**config.mk**
```make
export PLATFORM = sky130hd
export DESIGN_NAME = speed_reference_selector
export DESIGN_NICKNAME = d
export VERILOG_FILES = /design/src/verilog/speed_ref_pkg.sv /design/src/verilog/speed_reference_selector.sv
export SDC_FILE = /design/constraint.sdc
export NUM_CORES = 1
export LEC_CHECK = 0
export BUFFER_PORTS_ARGS = -buffer_cell sky130_fd_sc_hd__buf_2
export CORE_MARGIN = 2
export CORE_UTILIZATION = 50
export CTS_BUF_LIST = sky130_fd_sc_hd__clkbuf_4
export CTS_CLUSTER_SIZE = 10
export DETAILED_ROUTE_END_ITERATION = 12
export HOLD_SLACK_MARGIN = 0.05
export PLACE_DENSITY = 0.78
export SETUP_SLACK_MARGIN = 0.3
export SYNTH_ARGS = -nofsm -noshare
export SYNTH_HDL_FRONTEND = slang
export SYNTH_SLANG_ARGS = --single-unit
```
**constraint.sdc**
```tcl
create_clock -name clock -period 6.23 [get_ports clock]
set_input_delay 1.246 -clock clock [delete_from_list [all_inputs] [get_ports clock]]
set_output_delay 1.246 -clock clock [all_outputs]
set_load 0.005 [all_outputs]
```
**src/verilog/speed_ref_pkg.sv**
```systemverilog
/*
  Shared settings for the speed reference selector: setting selectors,
  codes, field layout and factory defaults.
  Assumes a single clock domain; timing counts derive from CLOCK_HZ.
*/
`default_nettype none
package speed_ref_pkg;
  // ----------------------------------------------------------------
  // Clock and sampling
  // ----------------------------------------------------------------
  localparam int CLOCK_HZ = 20_000_000;
  localparam int SAMPLE_PERIOD_US = 2000;
  localparam int SAMPLE_CYCLES = SAMPLE_PERIOD_US * (CLOCK_HZ / 1_000_000);
  localparam int SPEED_W = 16;
  localparam int PRESET_N = 4;

  // ----------------------------------------------------------------
  // Setting selectors on the configuration port
  // ----------------------------------------------------------------
  localparam logic [3:0] SEL_REF_SOURCE = 4'h5;
  localparam logic [3:0] SEL_RUN_TYPE = 4'h2;
  localparam logic [3:0] SEL_AI1_MODE = 4'h6;
  localparam logic [3:0] SEL_AI3_MODE = 4'h8;
  localparam logic [3:0] SEL_HI_ROUTE = 4'h4;
  localparam logic [3:0] SEL_MENU6_3WIRE = 4'h3;
  localparam logic [3:0] SEL_RESTORE = 4'h1;
  localparam logic [3:0] SEL_PRESET_BASE = 4'hA;

  // ----------------------------------------------------------------
  // Codes
  // ----------------------------------------------------------------
  localparam logic [2:0] SRC_FACTORY = 3'h0;
  localparam logic [2:0] SRC_ANALOG1 = 3'h1;
  localparam logic [2:0] SRC_ANALOG2 = 3'h2;
  localparam logic [2:0] SRC_PRESET = 3'h4;
  localparam logic [1:0] RUN_PLAIN = 2'h0;
  localparam logic [1:0] RUN_JOG_3WIRE = 2'h1;
  localparam logic [1:0] RUN_REVERSE = 2'h2;
  localparam logic [2:0] AI_MODE_VOLT = 3'h0;
  localparam logic [2:0] AI_MODE_CUR_NO_TRIP = 3'h4;
  localparam logic [2:0] AI_MODE_PTC = 3'h7;
  localparam logic [15:0] RESTORE_HIGH = 16'h0001;
  localparam logic [15:0] RESTORE_LOW = 16'h0003;

  typedef enum logic [1:0] {REF_VOLTAGE, REF_CURRENT, REF_PRESET} ref_kind_type;

  typedef struct packed {
    logic wr;
    logic [3:0] sel;
    logic [15:0] data;
  } cfg_req_type;

  typedef struct packed {
    logic [2:0] ref_src;
    logic [1:0] run_type;
    logic [2:0] ai1_mode;
    logic [2:0] ai3_mode;
    logic hi_route;
    logic menu6_3wire;
    logic [PRESET_N-1:0][SPEED_W-1:0] preset;
  } cfg_type;

  localparam cfg_type CFG_DEFAULT = '{
    ref_src: SRC_FACTORY, run_type: RUN_PLAIN, ai1_mode: AI_MODE_VOLT,
    ai3_mode: AI_MODE_VOLT, hi_route: 1'b1, menu6_3wire: 1'b0,
    preset: '0};
endpackage
`default_nettype wire

```
**src/verilog/speed_reference_selector.sv**
```systemverilog
/*
  Speed reference selector and run gating for a drive control terminal.
  Assumes terminal inputs are already synchronous to clock and that the
  controlling party holds unlock open while it writes settings.
*/
`default_nettype none
`timescale 1ns/10ps
// What this block does
// - Run acts only with unlock input closed
// - Settings writable only while unlock is open
// - Restore codes 1 or 3 reload defaults
// - Run type picks plain, jog or reverse
// - Three-wire jog needs the separate enable
// - Factory map: voltage, preset 2, current, preset 2
// - Source 1: voltage then presets 2-4
// - Source 2: first analog input (current kind only in current mode), then presets 2-4
// - Source 4: presets 1 to 4
// - Each preset is its own speed setting
// - High select bit routed only when enabled
// - Third analog mode may choose PTC probe
module speed_reference_selector
  import speed_ref_pkg::*;
#(
  parameter int SAMPLE_TICKS = SAMPLE_CYCLES
) (
  input wire logic clock, // 20 MHz
  input wire logic sys_rst, // Async, active high
  input wire logic secure_unlock_input, // High = closed
  input wire logic ref_select_bit_low, // First select terminal
  input wire logic ref_select_bit_high, // Second select terminal
  input wire logic [SPEED_W-1:0] first_analog_input, // Converted sample
  input wire logic [SPEED_W-1:0] second_analog_input, // Converted sample
  input wire logic run_cmd, // Run level or run push
  input wire logic stop_n, // Three-wire stop, low = stop
  input wire logic reverse_cmd, // Reverse direction request
  input wire cfg_req_type cfg_req, // Setting write, wr is a pulse
  output ref_kind_type ref_kind_r, // Active reference kind
  output logic [SPEED_W-1:0] ref_value_r, // Active reference value
  output logic run_r, // Drive running
  output logic reverse_r, // Reverse direction
  output logic cfg_refused_r, // Write refused pulse
  output logic ai1_current_r, // First analog in current mode
  output logic ptc_mode_r // Third analog monitors PTC
);
  // ----------------------------------------------------------------
  // Elaboration check
  // ----------------------------------------------------------------
  if (SAMPLE_TICKS < 2) begin : g_bad_ticks
    $error("SAMPLE_TICKS must be at least 2");
  end

  cfg_type cfg_r;
  logic [31:0] tick_cnt_r;
  logic tick_r;
  logic [1:0] pair_r;
  logic restore_hit;
  logic [1:0] preset_idx;
  ref_kind_type kind_nxt;
  logic [SPEED_W-1:0] value_nxt;

  assign restore_hit = cfg_req.data == RESTORE_HIGH ||
                       cfg_req.data == RESTORE_LOW;
  // Offset from the first preset selector, so preset 1 lands in slot 0
  assign preset_idx = 2'(cfg_req.sel - SEL_PRESET_BASE);

  // ----------------------------------------------------------------
  // Settings
  // ----------------------------------------------------------------
  always_ff @(posedge clock or posedge sys_rst) begin
    if (sys_rst) begin
      cfg_r <= CFG_DEFAULT;
      cfg_refused_r <= 1'b0;
    end else begin
      cfg_refused_r <= cfg_req.wr & secure_unlock_input;
      if (cfg_req.wr && !secure_unlock_input) begin
        case (cfg_req.sel)
          SEL_RESTORE: begin
            if (restore_hit) begin
              cfg_r <= CFG_DEFAULT;
            end
          end
          SEL_REF_SOURCE: cfg_r.ref_src <= cfg_req.data[2:0];
          SEL_RUN_TYPE: cfg_r.run_type <= cfg_req.data[1:0];
          SEL_AI1_MODE: cfg_r.ai1_mode <= cfg_req.data[2:0];
          SEL_AI3_MODE: cfg_r.ai3_mode <= cfg_req.data[2:0];
          SEL_HI_ROUTE: cfg_r.hi_route <= cfg_req.data[0];
          SEL_MENU6_3WIRE: cfg_r.menu6_3wire <= cfg_req.data[0];
          SEL_PRESET_BASE, SEL_PRESET_BASE + 4'h1,
          SEL_PRESET_BASE + 4'h2, SEL_PRESET_BASE + 4'h3: begin
            cfg_r.preset[preset_idx] <= cfg_req.data;
          end
          default: begin
          end
        endcase
      end
    end
  end

  // ----------------------------------------------------------------
  // Select sampling
  // ----------------------------------------------------------------
  // Both bits latch on the same edge so a skewed change never shows
  // a pair that was not present on the terminals.
  always_ff @(posedge clock or posedge sys_rst) begin
    if (sys_rst) begin
      tick_cnt_r <= 32'h00000000;
      tick_r <= 1'b0;
      pair_r <= 2'h0;
    end else begin
      tick_r <= tick_cnt_r == 32'(SAMPLE_TICKS - 1);
      if (tick_cnt_r == 32'(SAMPLE_TICKS - 1)) begin
        tick_cnt_r <= 32'h00000000;
      end else begin
        tick_cnt_r <= tick_cnt_r + 32'h00000001;
      end
      if (tick_r) begin
        pair_r <= {ref_select_bit_high & cfg_r.hi_route,
                   ref_select_bit_low};
      end
    end
  end

  // ----------------------------------------------------------------
  // Reference choice
  // ----------------------------------------------------------------
  always_comb begin
    kind_nxt = REF_PRESET;
    value_nxt = cfg_r.preset[pair_r];
    case (cfg_r.ref_src)
      SRC_FACTORY: begin
        if (pair_r[0]) begin
          value_nxt = cfg_r.preset[1];
        end else if (pair_r[1]) begin
          kind_nxt = REF_CURRENT;
          value_nxt = second_analog_input;
        end else begin
          kind_nxt = REF_VOLTAGE;
          value_nxt = first_analog_input;
        end
      end
      SRC_ANALOG2: begin
        if (pair_r == 2'h0) begin
          kind_nxt = cfg_r.ai1_mode == AI_MODE_CUR_NO_TRIP ?
                     REF_CURRENT : REF_VOLTAGE;
          value_nxt = first_analog_input;
        end
      end
      SRC_PRESET: begin
      end
      default: begin
        // Unlisted codes behave as analog input 1
        if (pair_r == 2'h0) begin
          kind_nxt = REF_VOLTAGE;
          value_nxt = first_analog_input;
        end
      end
    endcase
  end

  always_ff @(posedge clock or posedge sys_rst) begin
    if (sys_rst) begin
      ref_kind_r <= REF_VOLTAGE;
      ref_value_r <= 16'h0000;
      ai1_current_r <= 1'b0;
      ptc_mode_r <= 1'b0;
    end else begin
      ref_kind_r <= kind_nxt;
      ref_value_r <= value_nxt;
      ai1_current_r <= cfg_r.ai1_mode == AI_MODE_CUR_NO_TRIP;
      ptc_mode_r <= cfg_r.ai3_mode == AI_MODE_PTC;
    end
  end

  // ----------------------------------------------------------------
  // Run gating
  // ----------------------------------------------------------------
  always_ff @(posedge clock or posedge sys_rst) begin
    if (sys_rst) begin
      run_r <= 1'b0;
      reverse_r <= 1'b0;
    end else if (!secure_unlock_input) begin
      run_r <= 1'b0;
      reverse_r <= 1'b0;
    end else begin
      case (cfg_r.run_type)
        RUN_PLAIN: begin
          run_r <= run_cmd;
          reverse_r <= 1'b0;
        end
        RUN_JOG_3WIRE: begin
          reverse_r <= 1'b0;
          // Stop wins over a held run push
          if (!cfg_r.menu6_3wire || !stop_n) begin
            run_r <= 1'b0;
          end else if (run_cmd) begin
            run_r <= 1'b1;
          end
        end
        RUN_REVERSE: begin
          run_r <= run_cmd;
          reverse_r <= run_cmd & reverse_cmd;
        end
        default: begin
          run_r <= 1'b0;
          reverse_r <= 1'b0;
        end
      endcase
    end
  end
endmodule // speed_reference_selector
`default_nettype wire

```
Yosys cells after proc, flatten, opt, wreduce, memory -nomap -nowiden:

Index checks and enable logic that the tools add are counted.

* bits in registers: 135
* latch bits: 0
* bits in writable memories: 0
* memory bits (read-only): 0
* input port bits: 61
* output and inout port bits: 23
* logic and storage cells: 106
* memories: 0

* $add $sub $neg: 2
* multiply operators: 0
* divide/modulo/power cells: 0
* $lt $le $gt $ge: 3
* eq/ne operators: 22
* shifts and indexed selects: 0
* multiplexer cells: 30
* bitwise gates (word level): 3
* reductions and logical operators: 26

Operators with widths (count)
* 64-bit case mux with 2 select lines: 1
* 16-bit two-way mux: 5
* 77-bit two-way mux: 1
* 64-bit bitwise mux: 1
* 32-bit by 1-bit adder with 32-bit output, second input constant: 1
* 16-bit binary-select mux with 2-bit select: 1
* 16-bit demux with 2-bit select: 1
* 32-bit by 16-bit == test with 1-bit output, second input constant: 1
* 32-bit two-way mux: 1
* 16-bit case mux with 2 select lines: 1
* 3-bit AND reduction: 7
* 4-bit == test, second input constant: 5
* 3-bit case mux with 2 select lines: 3
* 16-bit by 1-bit == test with 1-bit output, second input constant: 1
* 16-bit by 2-bit == test with 1-bit output, second input constant: 1
* 2-bit nonzero test: 7
* 4-bit by 3-bit == test with 1-bit output, second input constant: 3
* 3-bit == test, second input constant: 3
* 4-bit by 2-bit == test with 1-bit output, second input constant: 2
* 1-bit two-way mux: 7
* 2-bit by 3-bit less-than comparator with 1-bit output, second input constant: 2
* 2-bit two-way mux: 3
* 1-bit case mux with 2 select lines: 3
* 2-bit case mux with 3 select lines: 1
* 17 further kinds: 24

Logic depth before layout (Yosys ltp):

Gate-level depths: netlist (run 1).

* depth after elaboration: 7
* gate-level depth with buffers: 8
* gate-level depth less buffers: 6

Worst setup path before layout (run 1):

OpenSTA, ideal clock, no wires.

* kind: input to register
* start: input port cfg_req[2] in the netlist's numbering
* end: register cfg_r[48] in the netlist's numbering
* setup time: 0.121 ns
* arrival time: 2.903 ns
* required time: 6.109 ns
* path slack: 3.206 ns
* cell stages on the path: 8
* buffers on the path: 3
* cells stage by stage: buf_6 -> nor4b_2 -> and4_4 -> o21ai_4 -> or4_4 -> buf_6 -> buf_8 -> a22o_1

* longest elaborated chain between the ends: 4

Ends and longest elaborated chain
* start, declared: RTL line speed_reference_selector.sv:36 `input wire cfg_req_type cfg_req,`
* 16-bit by 1-bit == test with 1-bit output or 16-bit by 2-bit == test with 1-bit output (tied branches): RTL line speed_reference_selector.sv:61, speed_reference_selector.sv:62
* 1-bit logical OR (*): RTL line speed_reference_selector.sv:61 `assign restore_hit = cfg_req.data == RESTORE_HIGH ||`
* 2-bit != test (no source line) (*)
* 3-bit AND reduction (no source line) (*)
* end, declared: RTL line speed_reference_selector.sv:52 `cfg_type cfg_r;`

Every way passes the cells marked *; elsewhere a longest branch is shown, timed or not.
A chain may end at the register's enable or synchronous reset.

Final worst setup path (run 1):

* start: input port cfg_req[4] in the netlist's numbering
* end: register cfg_r[24] in the netlist's numbering

The elaborated chain is that of the path after synthesis.

==> impl_metrics.yaml, run 1 <==
logic_synthesis:
  synth_area_leaders: "dfrtp_1, a22o_1, mux2i_1"
  avgSynthCellArea_sq_um: 11.6
  synth_seq_cells: 135
  syn_area_sq_mm: 0.00651
  synth_ff_type: "dfrtp_1"
  yosysMostFrequentCell: "dfrtp_1"
  synth_area_leader_cell: "dfrtp_1"
  synthCells: 561
  synth_common_cells: "dfrtp_1, a22o_1, nand2_1, mux2i_1, o21ai_0"
  synth.distinct_cells: 52
  ys.warnings.count: 0
  synth-async-reset-ratio_pct: 100
  synth-edff-count: 0
  yosysTopAreaCellShare_pct: 51.5
  ys_seq_area_share_pct: 51.9
  syn-num-nets: 623
worst_setup_path:
  critPathSlowestCell: "nand4b_1"
  cp_max_fo: 16
  rr_worst_depth: 4
  crit_path_end_kind: "flip-flop"
  critPathKind: "in2reg"
  cpPeakStageDelay_ns: 0.66
  crit_chain: "buf_2 -> nor4_1 -> and4_4 -> o21a_1 -> nand4b_1 -> a22o_1"
  worstPathRequired_ns: 6.67
  start_kind: "input pin"
  arrival_ns: 3.57
clocking:
  cts_buffers: 17
  cts-resized-gates: 0
  post_cts_buffers: 0
  cts_num_sinks: 135
  cts_hold_buf: 0
  cts_tree: "yes"
  clockBufferDepth: 2
  clk_pin_slew_ns: 0.13
  worstSkewPairLatency_ns: 0.53
  cts.htree.levels: 4
  root_buffer: "clkbuf_4"
power_and_ir_drop:
  irDropWorstVdd_uv: 183
  power_density_mw_per_mm2: 282
  p_leak_uw: 0.00343
final_layout:
  layout-drive-gt1-share_pct: 25.6
  areaGrowthSynthToFinish_pct: 13.3
  diodes: 0
  num-nets-final: 694
  fillCellCount: 1038
hold_path:
  holdPathStages: 1
  min_path_type: "reg2reg"
run_status:
  status: "completed"
floorplanning:
  chipWidth_microns: 118
  dieHeight_microns: 118
  num_io_pins: 84
  fp-row-count: 41
  core_sq_mm: 0.0127
  die_area_sq_mm: 0.0139
  start_util_pct: 51.3
routing:
  drtIter0Drc: 296
  ant_nets: 0
  wl_microns: 14800
  wl_per_cell_microns: 18.1
  drtPass1Iterations: 5
  drcViolationCount: 0
  vias: 4791
  vias_per_cell: 5.86
timing:
  skew_ns: 0.0177
  slew_headroom_pct: 16.1
  max_freq_mhz: 320
  finalSetupViolCount: 0
  fin_crit_ns: 3.12
  period_share_pct: 50.1
  hold_violations: 0
  worst_pin_slew_ns: 1.25
  finalSetupTns_ns: 0
  drv_slew: 0
  hold_ws_ns: 0.478
  rsz0062_at_grt: "no"
grt:
  antenna_found_initial: 0
  grt_start_max_net_pins: 94
  overflow: 0
  grt_pass1_wl_microns: 24300
  gr-usage-all-layers_pct: 22.0
  first_global_vias: 4776
job:
  cap_violations: 0
placement:
  port_buffers: 83
  hpwl_microns: 10300
  gp_congestion: 0.894
-- per-stage QoR --
stage | power (uW) | utilization [%] | worst slack, ns | cell area (sq um) | instances
global placement | 1390 | 55.4 | 2.66 | 7020 | 785
global route | 2180 | 58.2 | 3.10 | 7370 | 817
detailed placement | 1410 | 55.4 | 2.55 | 7020 | 785
finish | 2080 | 58.2 | 3.11 | 7370 | 817
floorplan | 1290 | - | 1.37 | 6510 | 561
CTS | 2090 | 58.2 | 3.16 | 7370 | 817
-- metal layers --
layer	vias up	track usage, %	routed length, microns
li1	2232	-	-
met1	2365	27.9	6320
met2	174	36.7	7380
met3	20	5.28	830
met4	0	7.91	251
met5	-	0	0
-- layout by cell type, fill, tap and decap left out, drive strengths merged, types with 6 or more instances in the layout --
master    n
buf      87
nand2    62
and4      6
xor2      8
o21ai    38
xnor2    17
nor4      9
inv       9
and3      8
dfrtp   134
nand4     6
nor2     22
mux4     16
mux2i    39
a22o     69
clkbuf   17
nor3      6
nand3    16
mux2     17
-- worst max-delay path, delay by kind of cell --
| family | cells | cell delay (ns) |
|---|---|---|
| AO/OA/AOI/OAI | 2 | 0.70 |
| AND/OR/NAND/NOR | 3 | 1.50 |
| buffers and inverters | 1 | 0.12 |
-- report_power, final --
group / total, uW / switching, uW / internal [uW]
sequential: 1050 / 64.6 / 990
clock: 686 / 326 / 360
combinational: 338 / 159 / 179
-- cell type report --
type                       count  area (sq um)  share of cell area (%)
multi-input combinational    384          2950                    40.0
inverter                       7          28.8                   0.390
clock buffer                  17           128                    1.73
timing repair buffer          87           445                    6.04
clock inverter                15           225                    3.05
sequential                   135          3380                    45.8
tap                          172           215                    2.92
-- worst paths after layout --
check                                  endpoint  startpoint  slack (ns)
worst max-delay path                  cfg_r[24]  cfg_req[4]        3.11
worst min-delay path              ai1_current_r   cfg_r[70]        0.48
worst max register to register   ref_value_r[5]   pair_r[1]        3.73
worst min register to register    ai1_current_r   cfg_r[70]        0.48
max in group asynchronous       ref_value_r[13]     sys_rst        4.07
min in group asynchronous             cfg_r[24]     sys_rst        0.97
-- state kept, by name, summed over array words and instances, names as in the netlist, 2 cells and up --
| signal | flops |
|---|---|
| ref_value_r | 16 |
| tick_cnt_r | 32 |
| cfg_r | 77 |
| ref_kind_r | 2 |
| pair_r | 2 |
-- cells by family after synthesis --
family / after synthesis / share of synthesized area [%]
adder cells (fa/ha/maj): 1 / 0.192
AND/OR/NAND/NOR: 159 / 12.4
XOR/XNOR: 25 / 3.37
multiplexers: 72 / 14.5
AO/OA/AOI/OAI: 127 / 14.7
buffers and inverters: 42 / 2.94
flip-flops: 135 / 51.9
Power figures use the tool's default switching activity.
==> run 2: changes to the inputs <==
==> constraint.sdc (replaced) <==
create_clock -name clock -period 3.1 [get_ports clock]
set_input_delay 0.62 -clock clock [delete_from_list [all_inputs] [get_ports clock]]
set_output_delay 0.62 -clock clock [all_outputs]
set_load 0.005 [all_outputs]
==> run 2 against run 1 <==
Clock skew up 0.0039 ns. Core utilization rose by 0.41 points. Register-to-register slack worse by 2.8 ns. Clock power is 90% higher. Via count rose by 3.0%. Cell count up 1.2%. Largest power group unchanged.
==> impl_metrics.yaml, run 2 (same netlist as run 1, synthesis figures left out) <==
placement:
  hpwl_microns: 10600
  port_buffers: 83
  gp_congestion: 0.911
  place_ws_ns: 0.369
routing:
  drcViolationCount: 0
  wl_met2_microns: 7560
  dr_wl_met3_microns: 1020
  dr.max_layer_used: "met4"
  wl_microns: 15200
  wl_per_cell_microns: 18.3
  ant_nets: 0
  vias_per_cell: 5.97
  drtPass1Iterations: 4
  wl_met1_microns: 6360
  vias: 4934
  drtIter0Drc: 331
clocking:
  clockBufferDepth: 2
  root_buffer: "clkbuf_4"
  cts_num_sinks: 135
  cts_buffers: 17
  cts_hold_buf: 0
  cts_tree: "yes"
  cts.htree.levels: 4
  worstSkewPairLatency_ns: 0.55
  post_cts_buffers: 0
  cts-resized-gates: 0
  clk_pin_slew_ns: 0.12
timing:
  setup_ws_ns: 0.935
  period_share_pct: 69.8
  finalSetupViolCount: 0
  max_freq_mhz: 462
  fin_crit_ns: 2.16
  slew_headroom_pct: 25.7
  rsz0062_at_grt: "no"
  finalSetupTns_ns: 0
  worst_pin_slew_ns: 1.11
  skew_ns: 0.0216
  drv_slew: 0
  hold_violations: 0
  hold_ws_ns: 0.205
worst_setup_path:
  critPathKind: "in2reg"
  start_kind: "input pin"
  arrival_ns: 2.59
  cp_max_fo: 16
  worstPathRequired_ns: 3.53
  crit_path_end_kind: "flip-flop"
floorplanning:
  fp-row-count: 41
  dieHeight_microns: 118
  num_io_pins: 84
  start_util_pct: 51.3
  chipWidth_microns: 118
  core_sq_mm: 0.0127
  die_area_sq_mm: 0.0139
grt:
  gr-usage-all-layers_pct: 23.3
  antenna_found_initial: 1
  overflow: 0
  grt_start_max_net_pins: 105
  grt_pass1_wl_microns: 25800
  first_global_vias: 5110
final_layout:
  reg_top3: "cfg_r (77), tick_cnt_r (32), ref_value_r (16)"
  final_common_cell: "dfrtp_1"
  layout_common_cells: "dfrtp_1, buf_2, a22o_1"
  largest_reg_flops: 77
  num-nets-final: 703
  areaGrowthSynthToFinish_pct: 14.2
  regMostFlops: "cfg_r"
  utilization_pct: 58.6
  fillCellCount: 1042
  layout-drive-gt1-share_pct: 26.5
power_and_ir_drop:
  p_leak_uw: 0.00346
  power_density_mw_per_mm2: 553
  p_total_uw: 4110
  irDropWorstVdd_uv: 337
job:
  cap_violations: 0
run_status:
  status: "completed"
hold_path:
  min_path_type: "in2async"
-- run 2: metrics by stage --
step / std cells / area (sq um)
4_1_cts: 826 / 7420
3_3_place_gp: 794 / 7100
5_1_grt: 826 / 7420
3_5_place_dp: 794 / 7100
6_report: 827 / 7430
2_1_floorplan: 561 / 6510
-- run 2: worst paths after layout --
path                          startpoint         endpoint  slack [ns]  cells past startpoint
hold / removal                   sys_rst        cfg_r[26]        0.21                      3
max in group asynchronous        sys_rst        cfg_r[38]        2.44                      3
hold reg to reg            tick_cnt_r[4]    tick_cnt_r[4]        0.47                      1
setup / recovery              cfg_req[4]        cfg_r[48]        0.94                      6
setup reg to reg               pair_r[0]  ref_value_r[14]        0.94                      3
min in group clock           reverse_cmd        reverse_r        0.30                      3
-- run 2: cell type report --
| type | count | area, sq um | share of cell area [%] |
|---|---|---|---|
| clock inverters | 13 | 179 | 2.41 |
| well taps | 172 | 215 | 2.90 |
| flip-flops and latches | 135 | 3380 | 45.5 |
| clock buffers | 19 | 143 | 1.92 |
| multi-input cells | 384 | 2950 | 39.7 |
| diodes | 1 | 2.50 | 0.0337 |
| repair buffers | 96 | 526 | 7.08 |
| inverters | 7 | 30.0 | 0.404 |
-- run 2: worst max-delay path, cell delays in order --
cell	delay (ns)
buf_2	0.13
nor4_1	0.46
and4_4	0.34
o21ai_4	0.08
or4_4	0.66
a22o_1	0.28
-- run 2: routing by layer --
layer	up-vias	GRT usage (%)
met2	190	37.5
met4	0	8.51
met3	21	7.03
met1	2483	30.0
li1	2240	-
met5	-	0
-- run 2: where the power goes --
group / internal [uW] / total (uW) / switching [uW]
Sequential: 1990 / 2120 / 128
Clock: 654 / 1300 / 646
Combinational: 364 / 688 / 324
Total: 3010 / 4110 / 1100
==> run 3: changes to the inputs <==
--- a/config.mk
+++ b/config.mk
@@ -5,6 +5,7 @@
 export SDC_FILE = /design/constraint.sdc
 export NUM_CORES = 1
 export LEC_CHECK = 0
+export ABC_AREA = 1
 export BUFFER_PORTS_ARGS = -buffer_cell sky130_fd_sc_hd__buf_2
 export CORE_MARGIN = 2
 export CORE_UTILIZATION = 50
@@ -12,7 +13,7 @@
 export CTS_CLUSTER_SIZE = 10
 export DETAILED_ROUTE_END_ITERATION = 12
 export HOLD_SLACK_MARGIN = 0.05
-export PLACE_DENSITY = 0.78
+export PLACE_DENSITY = 0.79
 export SETUP_SLACK_MARGIN = 0.3
 export SYNTH_ARGS = -nofsm -noshare
 export SYNTH_HDL_FRONTEND = slang
==> constraint.sdc (replaced) <==
create_clock -name clock -period 1.74 [get_ports clock]
set_input_delay 0.348 -clock clock [delete_from_list [all_inputs] [get_ports clock]]
set_output_delay 0.348 -clock clock [all_outputs]
set_load 0.005 [all_outputs]
==> run 3 against run 2 <==
Die area up 15%. Critical endpoint is now ref_value_r[4]. Synthesized area up 16%. Register-to-register slack worse by 0.85 ns. Largest power group unchanged. Sequential cell count unchanged.
==> impl_metrics.yaml, run 3 <==
logic_synthesis:
  synth_common_cells: "nand2_1, nor2_1, dfrtp_1, inv_1, nand3_1"
  yosysMostFrequentCell: "nand2_1"
  synth.distinct_cells: 32
  synth_area_leader_cell: "dfrtp_1"
  syn_area_sq_mm: 0.00754
  synth_area_leaders: "dfrtp_1, nand2_1, nor2_1"
  synth-async-reset-ratio_pct: 100
  synth_seq_cells: 135
  ys.warnings.count: 0
  yosysTopAreaCellShare_pct: 44.5
  ys_seq_area_share_pct: 44.8
  synthCells: 1090
  syn-num-nets: 1152
  synth-edff-count: 0
  synth_ff_type: "dfrtp_1"
  avgSynthCellArea_sq_um: 6.91
final_layout:
  stdcell_area_sq_mm: 0.00983
  num-nets-final: 1319
  areaGrowthSynthToFinish_pct: 30.4
  largest_reg_flops: 77
  regMostFlops: "cfg_r"
  layout_common_cells: "nand2_1, nor2_1, dfrtp_1"
  final_common_cell: "nand2_1"
  reg_top3: "cfg_r (77), tick_cnt_r (32), ref_value_r (16)"
  layout-drive-gt1-share_pct: 26.9
  fillCellCount: 1176
worst_setup_path:
  start_kind: "flip-flop"
  worstPathRequired_ns: 2.20
  crit_path_end_kind: "flip-flop"
  cp_max_fo: 8
  critPathKind: "reg2reg"
  arrival_ns: 2.12
clocking:
  worstSkewPairLatency_ns: 0.57
  cts_num_sinks: 135
  cts.htree.levels: 4
  clk_pin_slew_ns: 0.11
  cts_tree: "yes"
  root_buffer: "clkbuf_4"
  clockBufferDepth: 2
  cts_buffers: 17
timing:
  drv_slew: 0
  fin_crit_ns: 1.66
  max_freq_mhz: 603
  slew_headroom_pct: 67.1
  worst_pin_slew_ns: 0.493
  finalSetupTns_ns: 0
  finalSetupViolCount: 0
  rsz0062_at_grt: "yes"
  skew_ns: 0.0213
  period_share_pct: 95.3
  hold_violations: 0
floorplanning:
  num_io_pins: 84
  dieHeight_microns: 127
  core_sq_mm: 0.0146
  start_util_pct: 51.5
  chipWidth_microns: 127
  die_area_sq_mm: 0.0161
  fp-row-count: 44
routing:
  wl_microns: 22700
  wl_per_cell_microns: 15.6
  vias: 7723
  ant_nets: 0
  drtPass1Iterations: 9
  drcViolationCount: 0
  vias_per_cell: 5.31
  drtIter0Drc: 575
placement:
  placed_cell_area_sq_mm: 0.00832
  gp_congestion: 0.932
  hpwl_microns: 14000
  port_buffers: 83
power_and_ir_drop:
  p_leak_uw: 0.00514
  irDropWorstVdd_uv: 704
  power_density_mw_per_mm2: 677
grt:
  grt_start_max_net_pins: 74
  antenna_found_initial: 1
  overflow: 0
  gr-usage-all-layers_pct: 26.0
  first_global_vias: 6959
  grt_pass1_wl_microns: 33500
run_status:
  status: "completed"
hold_path:
  min_path_type: "in2reg"
job:
  cap_violations: 0
-- run 3: layout make-up --
type | instances | area, sq um | share of cell area (%)
clock buffers | 21 | 158 | 1.60
repair buffers | 183 | 1570 | 15.9
inverters | 92 | 357 | 3.63
well taps | 184 | 230 | 2.34
multi-input cells | 828 | 4020 | 40.9
clock inverters | 11 | 108 | 1.09
flip-flops and latches | 135 | 3390 | 34.5
diodes | 1 | 2.50 | 0.0255
-- run 3: worst max-delay path: stages (launching register included) --
cell and delay (ns):
dfrtp_2 0.49, buf_6 0.14, buf_6 0.12, buf_12 0.14, nor2_2 0.10, nor2_1 0.05
o21ai_1 0.15, nand2_1 0.14, nand2_2 0.08, nand2_2 0.05, nand2_2 0.04, nand3_1 0.05
-- run 3: final timing paths --
check | start | end | slack [ns] | depth (start not counted)
max in group asynchronous | sys_rst | cfg_r[44] | 0.88 | 4
worst min-delay path | secure_unlock_input | run_r | 0.07 | 3
worst max register to register | pair_r[0] | ref_value_r[4] | 0.08 | 11
worst max-delay path | pair_r[0] | ref_value_r[4] | 0.08 | 11
worst min register to register | cfg_r[68] | ptc_mode_r | 0.48 | 1
min in group asynchronous | sys_rst | tick_cnt_r[31] | 0.45 | 4
-- run 3: metrics by stage --
step	total power [uW]	setup slack (ns)	cells	utilization, %	hold slack (ns)
6_report	6660	0.0820	1455	67.1	0.0739
5_1_grt	6960	0.0240	1455	67.1	0.0991
4_1_cts	6570	0.212	1420	62.1	0.0668
3_5_place_dp	4510	-0.0539	1357	56.8	0.458
3_3_place_gp	4470	-0.00969	1357	56.8	0.450
2_1_floorplan	4150	-0.286	1090	-	0.437
-- run 3: cell families (layout without fill, tap and decap cells) --
kind of cell	after synthesis	count (layout)	share of synthesized area (%)
XOR/XNOR	17	17	1.98
AO/OA/AOI/OAI	71	71	4.80
buffers and inverters	128	307	7.89
AND/OR/NAND/NOR	738	739	40.3
flip-flops	135	135	44.8
adder cells (fa/ha/maj)	1	1	0.166
other	0	1	0
-- run 3: repair_timing --
action	in CTS	in global routing
gates cloned	2	7
setup endpoints to repair	44	130
pin swaps	26	54
buffers inserted	17	28
hold endpoints to repair	142	0
gates resized for setup	69	112
hold buffers	12	0
-- run 3: power by group --
part	leakage, uW	switching, uW	internal (uW)
sequential	0.00180	166	3390
clock	0.000139	1160	890
combinational	0.00320	629	418
-- run 3: routing by layer --
layer	GRT usage (%)	vias to the layer above	wire (microns)
met5	0	-	0
met4	9.11	0	691
met3	4.85	73	1920
met2	43.9	392	10900
met1	33.7	3546	9120
li1	-	3712	-
